`src/hdl/mcl_pkg.sv`:
```
// shared constants and types for the configurable output macrocell
package mcl_pkg;

  ////////////////////////////////////////////////////////////////////////
  // register byte offsets
  localparam logic [7:0] MCL_OFS_CFG    = 8'h00;
  localparam logic [7:0] MCL_OFS_DEVICE = 8'h04;
  localparam logic [7:0] MCL_OFS_CTRL   = 8'h08;
  localparam logic [7:0] MCL_OFS_STATUS = 8'h0c;

  ////////////////////////////////////////////////////////////////////////
  // macrocell configuration field positions
  localparam int MCL_CFG_KIND_LSB = 0;
  localparam int MCL_CFG_KIND_W   = 3;
  localparam int MCL_CFG_TSEL     = 3;
  localparam int MCL_CFG_SRSEL    = 4;
  localparam int MCL_CFG_INVERT   = 5;
  localparam int MCL_CFG_OECLK    = 6;
  localparam int MCL_CFG_FB_LSB   = 7;
  localparam int MCL_CFG_FB_W     = 2;
  localparam int MCL_CFG_OUTNONE  = 9;
  localparam int MCL_CFG_SPLIT_LSB = 10;
  localparam int MCL_CFG_SPLIT_W  = 4;
  localparam int MCL_CFG_W        = 14;

  // device-wide bits
  localparam int MCL_DEV_LOCK     = 0;
  localparam int MCL_DEV_PDDIS    = 1;
  // control: write one to erase
  localparam int MCL_CTRL_ERASE   = 0;
  // status bits
  localparam int MCL_ST_Q         = 0;
  localparam int MCL_ST_PIN       = 1;
  localparam int MCL_ST_STANDBY   = 2;
  localparam int MCL_ST_OE        = 3;
  localparam int MCL_ST_OUT       = 4;

  ////////////////////////////////////////////////////////////////////////
  // operating configuration, one-hot
  typedef enum logic [2:0] {
    MCL_KIND_COMB = 3'b001,
    MCL_KIND_DT   = 3'b010,
    MCL_KIND_JKSR = 3'b100
  } mcl_kind_t;

  // feedback selector codes
  localparam logic [1:0] MCL_FB_NONE = 2'h0;
  localparam logic [1:0] MCL_FB_PIN  = 2'h1;
  localparam logic [1:0] MCL_FB_REG  = 2'h2;

  // erased defaults: combinatorial, inverted, pin feedback, mode 0
  localparam logic [3:0] MCL_SPLIT_RST = 4'h4;
  localparam logic [MCL_CFG_W-1:0] MCL_CFG_ERASED =
    {MCL_SPLIT_RST, 1'b0, MCL_FB_PIN, 1'b0, 1'b1, 1'b0, 1'b0, MCL_KIND_COMB};
  localparam logic [1:0] MCL_DEV_ERASED = 2'h0;

  ////////////////////////////////////////////////////////////////////////
  // timing
  localparam int MCL_NPT           = 8;
  localparam int MCL_CLK_PERIOD_NS = 4;
  localparam int MCL_STANDBY_NS    = 100;
  // longest idle time, rounded down to whole cycles, at least one
  localparam int MCL_STANDBY_CYC   = (MCL_STANDBY_NS / MCL_CLK_PERIOD_NS) < 1 ? 1 :
                                     (MCL_STANDBY_NS / MCL_CLK_PERIOD_NS);

endpackage

```
`src/hdl/mcl_idle_timer.sv`:
```
// idle counter that raises standby after a quiet period
`timescale 1ns/1ns
module mcl_idle_timer
  import mcl_pkg::*;
#(
  parameter int IDLE_CYC = MCL_STANDBY_CYC
) (
  input  wire logic pclk,
  input  wire logic presetn,
  input  wire logic activity,
  input  wire logic pd_disable,
  output logic      standby
);

  localparam int CW = $clog2(IDLE_CYC + 1);
  localparam logic [CW-1:0] LAST = CW'(IDLE_CYC);

  typedef struct packed {
    logic [CW-1:0] cnt;
    logic          standby;
  } mcl_idle_t;

  mcl_idle_t st;
  mcl_idle_t next_st;

  ////////////////////////////////////////////////////////////////////////
  always_comb begin
    next_st = st;
    if (pd_disable || activity) begin
      // any transition wakes the cell at once; disabled power-down never sleeps
      next_st.cnt     = '0;
      next_st.standby = 1'b0;
    end else if (st.cnt != LAST) begin
      next_st.cnt = st.cnt + CW'(1);
    end else begin
      next_st.standby = 1'b1;
    end
  end

  always_ff @(posedge pclk or negedge presetn) begin
    if (!presetn) begin
      st <= '0;
    end else begin
      st <= next_st;
    end
  end

  assign standby = st.standby;

endmodule

```
`src/hdl/mcl_macrocell.sv`:
```
// configurable output macrocell with apb configuration registers
//
// What this block does
// - combinatorial: output is the OR of eight product terms, no register.
// - polarity bit drives output true or inverted in every configuration.
// - combinatorial: one dedicated product term drives the pin output enable.
// - combinatorial: feedback returns pin value or nothing.
// - D or T: OR of eight product terms feeds the register input.
// - registered: a dedicated product term is the register clear.
// - clear term high forces register low without clock; cleared at power-up.
// - registered: per-cell selector picks one of two enable/clock modes.
// - mode 0: term enables output, global clock; mode 1: always on, term clocks.
// - D or T: feedback returns register, pin or nothing.
// - JK or SR: eight terms split over two OR gates feeding both inputs.
// - JK or SR: only register feedback or none; pin feedback unavailable.
// - no output plus pin feedback makes the pin a dedicated input.
// - erased state: combinatorial, active-low output, pin feedback.
// - lock bit hides configuration from readback; erase clears it too.
// - power-down disable bit keeps the cell out of standby forever.
// - otherwise standby follows about 100 ns without any transition.
// - mode 0 enables on term high, floats on low; mode 0 is erased default.
//
// Added by the designer: the APB register port and the register offsets.
`timescale 1ns/1ns
module mcl_macrocell
  import mcl_pkg::*;
#(
  parameter int NPT      = MCL_NPT,
  parameter int IDLE_CYC = MCL_STANDBY_CYC
) (
  input  wire logic           pclk,
  input  wire logic           presetn,
  // apb slave
  input  wire logic           psel,
  input  wire logic           penable,
  input  wire logic           pwrite,
  input  wire logic [7:0]     paddr,
  input  wire logic [31:0]    pwdata,
  output logic      [31:0]    prdata,
  output logic                pready,
  output logic                pslverr,
  // and array side, same clock domain
  input  wire logic [NPT-1:0] logic_pt,
  input  wire logic           clear_pt,
  input  wire logic           oeclk_pt,
  // pins
  input  wire logic           global_clk,
  input  wire logic           io_in,
  output logic                io_out,
  output logic                io_oe,
  // back to the and array
  output logic                feedback,
  output logic                feedback_valid,
  output logic                standby
);

  localparam int SW = MCL_CFG_SPLIT_W;

  typedef struct packed {
    logic [MCL_CFG_W-1:0] cfg;
    logic [1:0]           dev;
    logic                 q;
    logic [2:0]           pin_sync;
    logic                 pin_lvl;
    logic [2:0]           gclk_sync;
    logic                 gclk_lvl;
    logic                 oeclk_q;
    logic [NPT-1:0]       pt_q;
    logic                 clear_q;
    logic                 io_out;
    logic                 io_oe;
    logic                 feedback;
    logic                 feedback_valid;
    logic [31:0]          prdata;
    logic                 pready;
    logic                 pslverr;
  } mcl_state_t;

  mcl_state_t st;
  mcl_state_t next_st;
  logic       activity;
  logic       standby_i;

  ////////////////////////////////////////////////////////////////////////
  // or of the terms whose index lies in [lo, hi)
  function automatic logic or_range(input logic [NPT-1:0] pt, input int lo, input int hi);
    logic r;
    r = 1'b0;
    for (int i = 0; i < NPT; i++) begin
      if (i >= lo && i < hi) begin
        r = r | pt[i];
      end
    end
    return r;
  endfunction

  // registered apb read value for an offset
  function automatic logic [32:0] read_word(input mcl_state_t s, input logic [7:0] a, input logic sb);
    logic [32:0] r;
    r = '0;
    case (a)
      MCL_OFS_CFG: begin
        // a locked part answers zero rather than an error, so probes learn nothing
        if (!s.dev[MCL_DEV_LOCK]) begin
          r[MCL_CFG_W-1:0] = s.cfg;
        end
      end
      MCL_OFS_DEVICE: begin
        r[1:0] = s.dev;
      end
      MCL_OFS_CTRL: begin
        r = '0;
      end
      MCL_OFS_STATUS: begin
        r[MCL_ST_Q]       = s.q;
        r[MCL_ST_PIN]     = s.pin_lvl;
        r[MCL_ST_STANDBY] = sb;
        r[MCL_ST_OE]      = s.io_oe;
        r[MCL_ST_OUT]     = s.io_out;
      end
      default: begin
        r[32] = 1'b1;
      end
    endcase
    return r;
  endfunction

  ////////////////////////////////////////////////////////////////////////
  logic [MCL_CFG_W-1:0] c;
  mcl_kind_t            kind;
  logic [SW-1:0]        split;
  logic [1:0]           fb_sel;
  logic                 sum_all;
  logic                 in_a;
  logic                 in_b;
  logic                 reg_clk;
  logic                 q_new;
  logic                 src;
  logic [32:0]          rd;
  logic                 gclk_rise;
  logic                 pt_rise;

  always_comb begin
    next_st   = st;
    c         = st.cfg;
    kind      = mcl_kind_t'(c[MCL_CFG_KIND_LSB +: MCL_CFG_KIND_W]);
    split     = c[MCL_CFG_SPLIT_LSB +: SW];
    fb_sel    = c[MCL_CFG_FB_LSB +: MCL_CFG_FB_W];
    rd        = '0;
    q_new     = st.q;
    src       = 1'b0;
    reg_clk   = 1'b0;

    // pin inputs: three stages, a change counts once stages two and three agree
    next_st.pin_sync  = {st.pin_sync[1:0], io_in};
    next_st.gclk_sync = {st.gclk_sync[1:0], global_clk};
    if (st.pin_sync[2] == st.pin_sync[1]) begin
      next_st.pin_lvl = st.pin_sync[1];
    end
    if (st.gclk_sync[2] == st.gclk_sync[1]) begin
      next_st.gclk_lvl = st.gclk_sync[1];
    end
    gclk_rise = (st.gclk_sync[2] == st.gclk_sync[1]) && st.gclk_sync[1] && !st.gclk_lvl;
    pt_rise   = oeclk_pt && !st.oeclk_q;
    next_st.oeclk_q = oeclk_pt;
    next_st.pt_q    = logic_pt;
    next_st.clear_q = clear_pt;

    // product-term sums
    sum_all = or_range(logic_pt, 0, NPT);
    in_a    = or_range(logic_pt, 0, int'(split));
    in_b    = or_range(logic_pt, int'(split), NPT);

    // register clock source
    reg_clk = c[MCL_CFG_OECLK] ? pt_rise : gclk_rise;

    case (kind)
      MCL_KIND_DT: begin
        if (reg_clk) begin
          q_new = c[MCL_CFG_TSEL] ? (st.q ^ sum_all) : sum_all;
        end
      end
      MCL_KIND_JKSR: begin
        if (reg_clk) begin
          if (c[MCL_CFG_SRSEL]) begin
            // set and reset together resolve to low
            q_new = in_a && !in_b ? 1'b1 : (in_b ? 1'b0 : st.q);
          end else begin
            q_new = (in_a && in_b) ? !st.q : (in_a ? 1'b1 : (in_b ? 1'b0 : st.q));
          end
        end
      end
      default: begin
        q_new = 1'b0;
      end
    endcase
    // clear beats any clock in the same cycle; the term itself is not sampled on an edge
    if (clear_pt && kind != MCL_KIND_COMB) begin
      q_new = 1'b0;
    end
    next_st.q = q_new;

    // output value, polarity and enable
    src = (kind == MCL_KIND_COMB) ? sum_all : q_new;
    next_st.io_out = c[MCL_CFG_INVERT] ? !src : src;
    if (c[MCL_CFG_OUTNONE]) begin
      next_st.io_oe = 1'b0;
    end else if (kind == MCL_KIND_COMB || !c[MCL_CFG_OECLK]) begin
      next_st.io_oe = oeclk_pt;
    end else begin
      next_st.io_oe = 1'b1;
    end

    // feedback selector; codes a configuration cannot offer fall back to none
    next_st.feedback       = 1'b0;
    next_st.feedback_valid = 1'b0;
    if (fb_sel == MCL_FB_PIN && kind != MCL_KIND_JKSR) begin
      next_st.feedback       = next_st.pin_lvl;
      next_st.feedback_valid = 1'b1;
    end else if (fb_sel == MCL_FB_REG && kind != MCL_KIND_COMB) begin
      next_st.feedback       = q_new;
      next_st.feedback_valid = 1'b1;
    end

    // apb: answer is prepared in setup and shown in the first access cycle
    next_st.pready  = 1'b0;
    next_st.pslverr = 1'b0;
    if (psel && !penable) begin
      rd              = read_word(st, paddr, standby_i);
      next_st.pready  = 1'b1;
      next_st.pslverr = rd[32];
      next_st.prdata  = pwrite ? 32'h0000_0000 : rd[31:0];
    end
    if (psel && penable && st.pready && pwrite && !st.pslverr) begin
      case (paddr)
        MCL_OFS_CFG: begin
          next_st.cfg = pwdata[MCL_CFG_W-1:0];
        end
        MCL_OFS_DEVICE: begin
          next_st.dev = pwdata[1:0];
        end
        MCL_OFS_CTRL: begin
          if (pwdata[MCL_CTRL_ERASE]) begin
            next_st.cfg = MCL_CFG_ERASED;
            next_st.dev = MCL_DEV_ERASED;
          end
        end
        default: begin
          next_st.cfg = st.cfg;
        end
      endcase
    end
  end

  // any transition seen by the cell keeps it awake
  assign activity = (logic_pt != st.pt_q) || (clear_pt != st.clear_q) || pt_rise ||
                    (oeclk_pt != st.oeclk_q) || (next_st.pin_lvl != st.pin_lvl) ||
                    (next_st.gclk_lvl != st.gclk_lvl);

  ////////////////////////////////////////////////////////////////////////
  always_ff @(posedge pclk or negedge presetn) begin
    if (!presetn) begin
      st        <= '0;
      st.cfg    <= MCL_CFG_ERASED;
      st.dev    <= MCL_DEV_ERASED;
      st.q      <= 1'b0;
      st.io_out <= 1'b1;
    end else begin
      st <= next_st;
    end
  end

  mcl_idle_timer #(
    .IDLE_CYC (IDLE_CYC)
  ) u_idle (
    .pclk       (pclk),
    .presetn    (presetn),
    .activity   (activity),
    .pd_disable (st.dev[MCL_DEV_PDDIS]),
    .standby    (standby_i)
  );

  ////////////////////////////////////////////////////////////////////////
  assign prdata         = st.prdata;
  assign pready         = st.pready;
  assign pslverr        = st.pslverr;
  assign io_out         = st.io_out;
  assign io_oe          = st.io_oe;
  assign feedback       = st.feedback;
  assign feedback_valid = st.feedback_valid;
  assign standby        = standby_i;

endmodule

```
`config.mk`:
```
export PLATFORM = sky130hd
export DESIGN_NAME = mcl_macrocell
export DESIGN_NICKNAME = d
export VERILOG_FILES = /design/src/hdl/mcl_pkg.sv /design/src/hdl/mcl_idle_timer.sv /design/src/hdl/mcl_macrocell.sv
export SDC_FILE = /design/constraint.sdc
export NUM_CORES = 1
export LEC_CHECK = 0
export ABC_AREA = 1
export BUFFER_PORTS_ARGS = -buffer_cell sky130_fd_sc_hd__buf_2
export CAP_MARGIN = 30
export CORE_AREA = 2 2 86 88
export CTS_CLUSTER_DIAMETER = 100
export DETAILED_ROUTE_END_ITERATION = 16
export DIE_AREA = 0 0 88 90
export PLACE_DENSITY = 0.74
export REMOVE_ABC_BUFFERS = 1
export SLEW_MARGIN = 15
export SYNTH_ARGS = -nofsm -noshare
export SYNTH_HDL_FRONTEND = slang
export SYNTH_SLANG_ARGS = --single-unit
```
`constraint.sdc`:
```
create_clock -name pclk -period 1.69 [get_ports pclk]
set_clock_uncertainty 0.2 [all_clocks]
set_input_delay 0.0845 -clock pclk [delete_from_list [all_inputs] [get_ports pclk]]
set_output_delay 0.0845 -clock pclk [all_outputs]
set_load 0.005 [all_outputs]
```
After elaboration in Yosys (flattened, before gate mapping)
Cells that the tools add are included.
W data, S select, Z words.
Word-level totals
  input port bits: 57
  flip-flop bits (word level): 61
Cells by class
  $add $sub $neg: 1
  reduce and logical (&&, ||, !) cells: 35
  equal/unequal tests: 20
  muxes and demuxes: 48
  bitwise gates (word level): 22
  magnitude comparators: 16
Operators with widths (number)
  $mux W1: 34
  $mux W14: 2
  $pmux W14 S2: 1
  $or A1 B1 Y1: 21
  $eq A8 B4 Y1 const B: 2
  $ge A3 B4 Y1 const A: 4
  $lt A3 B4 Y1 const A: 4
  $mux W16: 1
  $logic_and A1 B1 Y1: 13
  $mux W9: 1
  $eq A8 B3 Y1 const B: 1
  $ge A1 B4 Y1 const A: 2
  $ge A2 B4 Y1 const A: 2
  $logic_not A1 Y1: 8
  $logic_not A8 Y1: 1
  $lt A1 B4 Y1 const A: 2
  $lt A2 B4 Y1 const A: 2
  $ne A8 B8 Y1: 1
  $logic_or A1 B1 Y1: 7
  $mux W2: 3
  $mux W6: 1
  $pmux W2 S3: 1
  $pmux W3 S2: 1
  $reduce_and A3 Y1: 2
  other kinds (19): 25

Depth between registers and ports, before layout
  depth in word-level cells: 26
  depth in mapped cells: 16
  depth with buffers taken out: 16

Hierarchy
A second synthesis with hierarchy kept.
Unflattened totals
  cell total of the unflattened synthesis: 363
  area total of the unflattened synthesis: 3086.7 sq um
By module, submodules not included
  mcl_macrocell: seq. area each 1382.6 sq um, times used 1, area an instance 2755.1 sq um, cells each 319
  mcl_idle_timer: seq. area each 150.1 sq um, times used 1, area an instance 331.6 sq um, cells each 44

Worst setup path before layout
No wires, ideal clock.
  path kind: reg2reg
  start: register st (netlist bit next_st[51])
  end: register u_idle.st[1] (netlist name)
  slack: -0.085 ns
  clock period less this slack: 1.775 ns
  buffers on the path: 0
  setup time: 0.083 ns
  cell stages (with the launch flop): 10
  data arrival time: 1.492 ns
  cell sequence: dfrtp_1 -> ha_1 -> nor2_1 -> a21oi_1 -> o211ai_1 -> nor4_2 -> nand2_1 -> nor2_1 -> nand2_1 -> o21ai_0
RTL lines
  start, declared: RTL line mcl_macrocell.sv:79  | mcl_state_t st;
  start signal, assigned: RTL line mcl_macrocell.sv:269  | st <= next_st;
  end signal, assigned: RTL line mcl_idle_timer.sv:44  | st <= next_st;
  end, declared: RTL line mcl_idle_timer.sv:23  | mcl_idle_t st;

Worst setup path in the final report
  start: register st[47] (netlist name)
  end: register u_idle.st[1] (netlist name)
Between the ends
  word-level cells in the longest chain between the ends: 8
Ends and longest elaborated chain
  $logic_not A1 Y1: RTL line mcl_macrocell.sv:164  | pt_rise = oeclk_pt && !st.oeclk_q;
  $logic_and A1 B1 Y1: RTL line mcl_macrocell.sv:164
  $logic_or A1 B1 Y1: RTL line mcl_macrocell.sv:256  | assign activity = (logic_pt != st.pt_q) || (clear_pt != st.clear_q) || pt_rise ||
  $logic_or A1 B1 Y1 *: RTL line mcl_macrocell.sv:256
  $logic_or A1 B1 Y1 * (2 in a row): RTL line mcl_macrocell.sv:257  | (oeclk_pt != st.oeclk_q) || (next_st.pin_lvl != st.pin_lvl) ||
  $logic_or A1 B1 Y1 *: RTL line mcl_idle_timer.sv:29  | if (pd_disable || activity) begin
  $mux W6 or $reduce_bool A2 Y1 (tied branches)
Every way passes the cells marked *; elsewhere a longest branch is shown, timed or not.
A chain may end at the register's enable or synchronous reset.

==> out/qor.txt <==
Status: complete, but fails checks
Failing checks: negative setup slack
Total power: 3350 uW
Post-Syn Area per Cell: 8.66 um2
GRT overflow: 0
Synth Register Bits: 61
Final Max Slew Viols: 0
Mapped cell area: 3040 um2
Cell Rows: 31
Placement Cell Area: 3470 um2
RSZ-0062 raised after global routing: yes
Average via count per standard cell: 4.76
Commonest non-fill, non-tap cell in the layout: nand2_1
Horiz. Die Dim: 88 um
Largest net degree at the start of global routing: 43
Post-Route WL: 7820 um
Inserted Clock Buffers: 9
Sw Pwr: 819 uW
Top FF cell, synth: dfrtp_1
CP startpoint kind: flip-flop
Cell Pwr Density: 796 nW/um2
Initial antenna violation count: 0
DRC: 0
Total die area: 7920 um2
Required @ worst endpoint: 1770 ps
Worst Hold Endpoint: io_out
R2r setup slk: -230 ps
Cell variety after synth: 33
DR WL/cell: 13.7 um
Antenna cells: 0
First-pass GRT wire length: 12800 um
Port Buffer Count: 59
Layout area overhead: 38.6%
Final Worst Setup Slack: -234 ps
Yosys warns: 0
Worst skew pair latency: 350 ps
Asr flop ratio synth: 100%
Fillers: 624
GR Util All Layers: 21.0%
Sequential area share after synthesis: 50.4%
Worst hold slack: 20.9 ps
Fraction of layout cells with a size suffix above 1: 31.0%
Post-DP HPWL: 5410 um
Worst Reg-to-Reg Cells: 10
GP Congestion: 0.840
Vias: 2714
Maximum VDD drop: 0.000376 V
DRT Pass-1 Iters: 4
Worst-path clk slew: 70 ps
Multi-input gate area: 1270 um2
Core Region: 7020 um2
# clock sinks: 61
Critical path class: flip-flop to flip-flop
Min-delay worst type: input pin to flip-flop
Final setup fails: 9
Clock tree from TritonCTS: done
Flip-flop and latch area: 1530 um2
Worst hold start: logic_pt[6]
Min cycle time layout: 1920 ps
Initial Util: 43.3%
Nets@finish: 527
Max_cap viols: 0
Tcrit/Tclk final: 114%
Hold Path Depth: 6
Pint: 2530 uW
CP max FO: 2
Design Area, Final: 4210 um2
Sw Ratio: 24.4%
Final Hold Viols: 0
Critical Path AT: 2000 ps
Clock buffer depth: 2
Reg power frac: 45.1%
Worst flop-to-flop path endpoint: u_idle.st[1]
CP Capture Type: flip-flop
RR Startpoint: st[47]
Most frequent cells in the layout: nand2_1, buf_2, dfrtp_1
I/O pin count: 96
DR iter-0 viols: 127
Clock network fraction of design power: 45.0%
Leakage power: 0.00214 uW
H-tree depth: 3
Final core area utilization: 60.0%
Die Height: 90 um
Post-synth EDFFs: 0
Clock root buffer: clkbuf_8
Comb power frac: 9.8%
Cells after Synth: 351
Remaining antenna violation count after routing: 0
Fmax: 0.520 GHz
Vias in the first global route: 2800
[worst max-delay path by stage]
stage,depth (start not counted),end,slack (ps),startpoint
6_report,10,u_idle.st[1],-230,st[47]
3_5_place_dp,9,u_idle.st[1],-310,st[47]
4_1_cts,10,u_idle.st[1],-260,next_st[51]
5_1_grt,10,u_idle.st[2],-340,st[47]
3_3_place_gp,9,u_idle.st[2],-220,st[47]
2_1_floorplan,9,u_idle.st[1],-80,next_st[51]
[registers in the layout, indices dropped and copies added (netlist names)]
name            count
io_oe               1
feedback_valid      1
u_idle.st           5
c                  14
u_idle.standby      1
pready              1
io_out              1
prdata             14
next_st             4
st                 17
feedback            1
pslverr             1
[metrics by stage]
stage	instances	setup slack [ps]	TNS, ps
floorplan	332	-85.0	-170
global placement	516	-220	-1290
detailed placement	516	-309	-1730
CTS	568	-260	-1630
global route	570	-338	-2560
finish	570	-234	-1530
[cells in the mapped netlist, drive strengths merged, types with 3 or more instances]
cell type  number  area, um2
nand4           5       31.3
o21ai          38        190
dfrtp          56       1400
ha              4       50.1
nor2           24        105
o221ai          6       52.6
nand2          74        285
nand3          25        125
nor3            4       20.0
dfstp           5        131
buf            33        245
xnor2           3       26.3
a21oi           7       42.5
inv            45        169
xor2            6       52.6
clkbuf          3       11.3
[routing by layer]
| layer | track usage [%] | part of all wire [%] | vias to the layer above |
|---|---|---|---|
| li1 | - | - | 1325 |
| met5 | 0 | 0 | - |
| met4 | 8.97 | 1.3 | 0 |
| met3 | 4.87 | 5.4 | 11 |
| met1 | 25.9 | 42 | 1293 |
| met2 | 34.7 | 51 | 85 |
[power groups by stage]
stage                     Clock [uW]  Combinational (uW)  Sequential [uW]
after floorplan                    0                 100             1540
after global placement             0                 242             1540
after detailed placement           0                 245             1540
after CTS                       1530                 320             1510
after global routing            1610                 367             1520
final                           1510                 330             1510
[repair_timing]
| item | CTS | global route |
|---|---|---|
| hold buffers | 34 | 0 |
| resized for setup | 18 | 21 |
| cloned | 0 | 1 |
| pin swaps | 8 | 9 |
| setup endpoints to repair | 9 | 33 |
| setup buffers | 2 | 3 |
| hold endpoints to repair | 98 | 0 |
[logic make-up (layout without fill, tap and decap cells)]
family	Yosys count	after routing	synth area share (%)
AND/OR/NAND/NOR	139	140	20.6
adder cells (fa/ha/maj)	4	4	1.65
flip-flops	61	61	50.4
other	1	18	0.123
AO/OA/AOI/OAI	56	56	10.6
XOR/XNOR	9	9	2.59
buffers and inverters	81	183	14.0
[area by class of cell]
cell class                 instances  area share, %
clock inverter                     6           2.23
clock buffer                      10           3.27
inverter                          45           4.01
tap                               99           2.94
multi-input combinational        227           30.2
timing repair buffer             122           20.9
sequential                        61           36.4
[worst max-delay path, stage by stage, from the launching register on]
cell and delay (ps):
dfrtp_1 330, inv_1 40, ha_1 270, nor3b_4 180
o221ai_2 120, nor4_2 240, buf_4 180, nand2_4 60
nor2_4 110, nand2_1 50, o21ai_1 70
(Power assumes the default switching activity.)
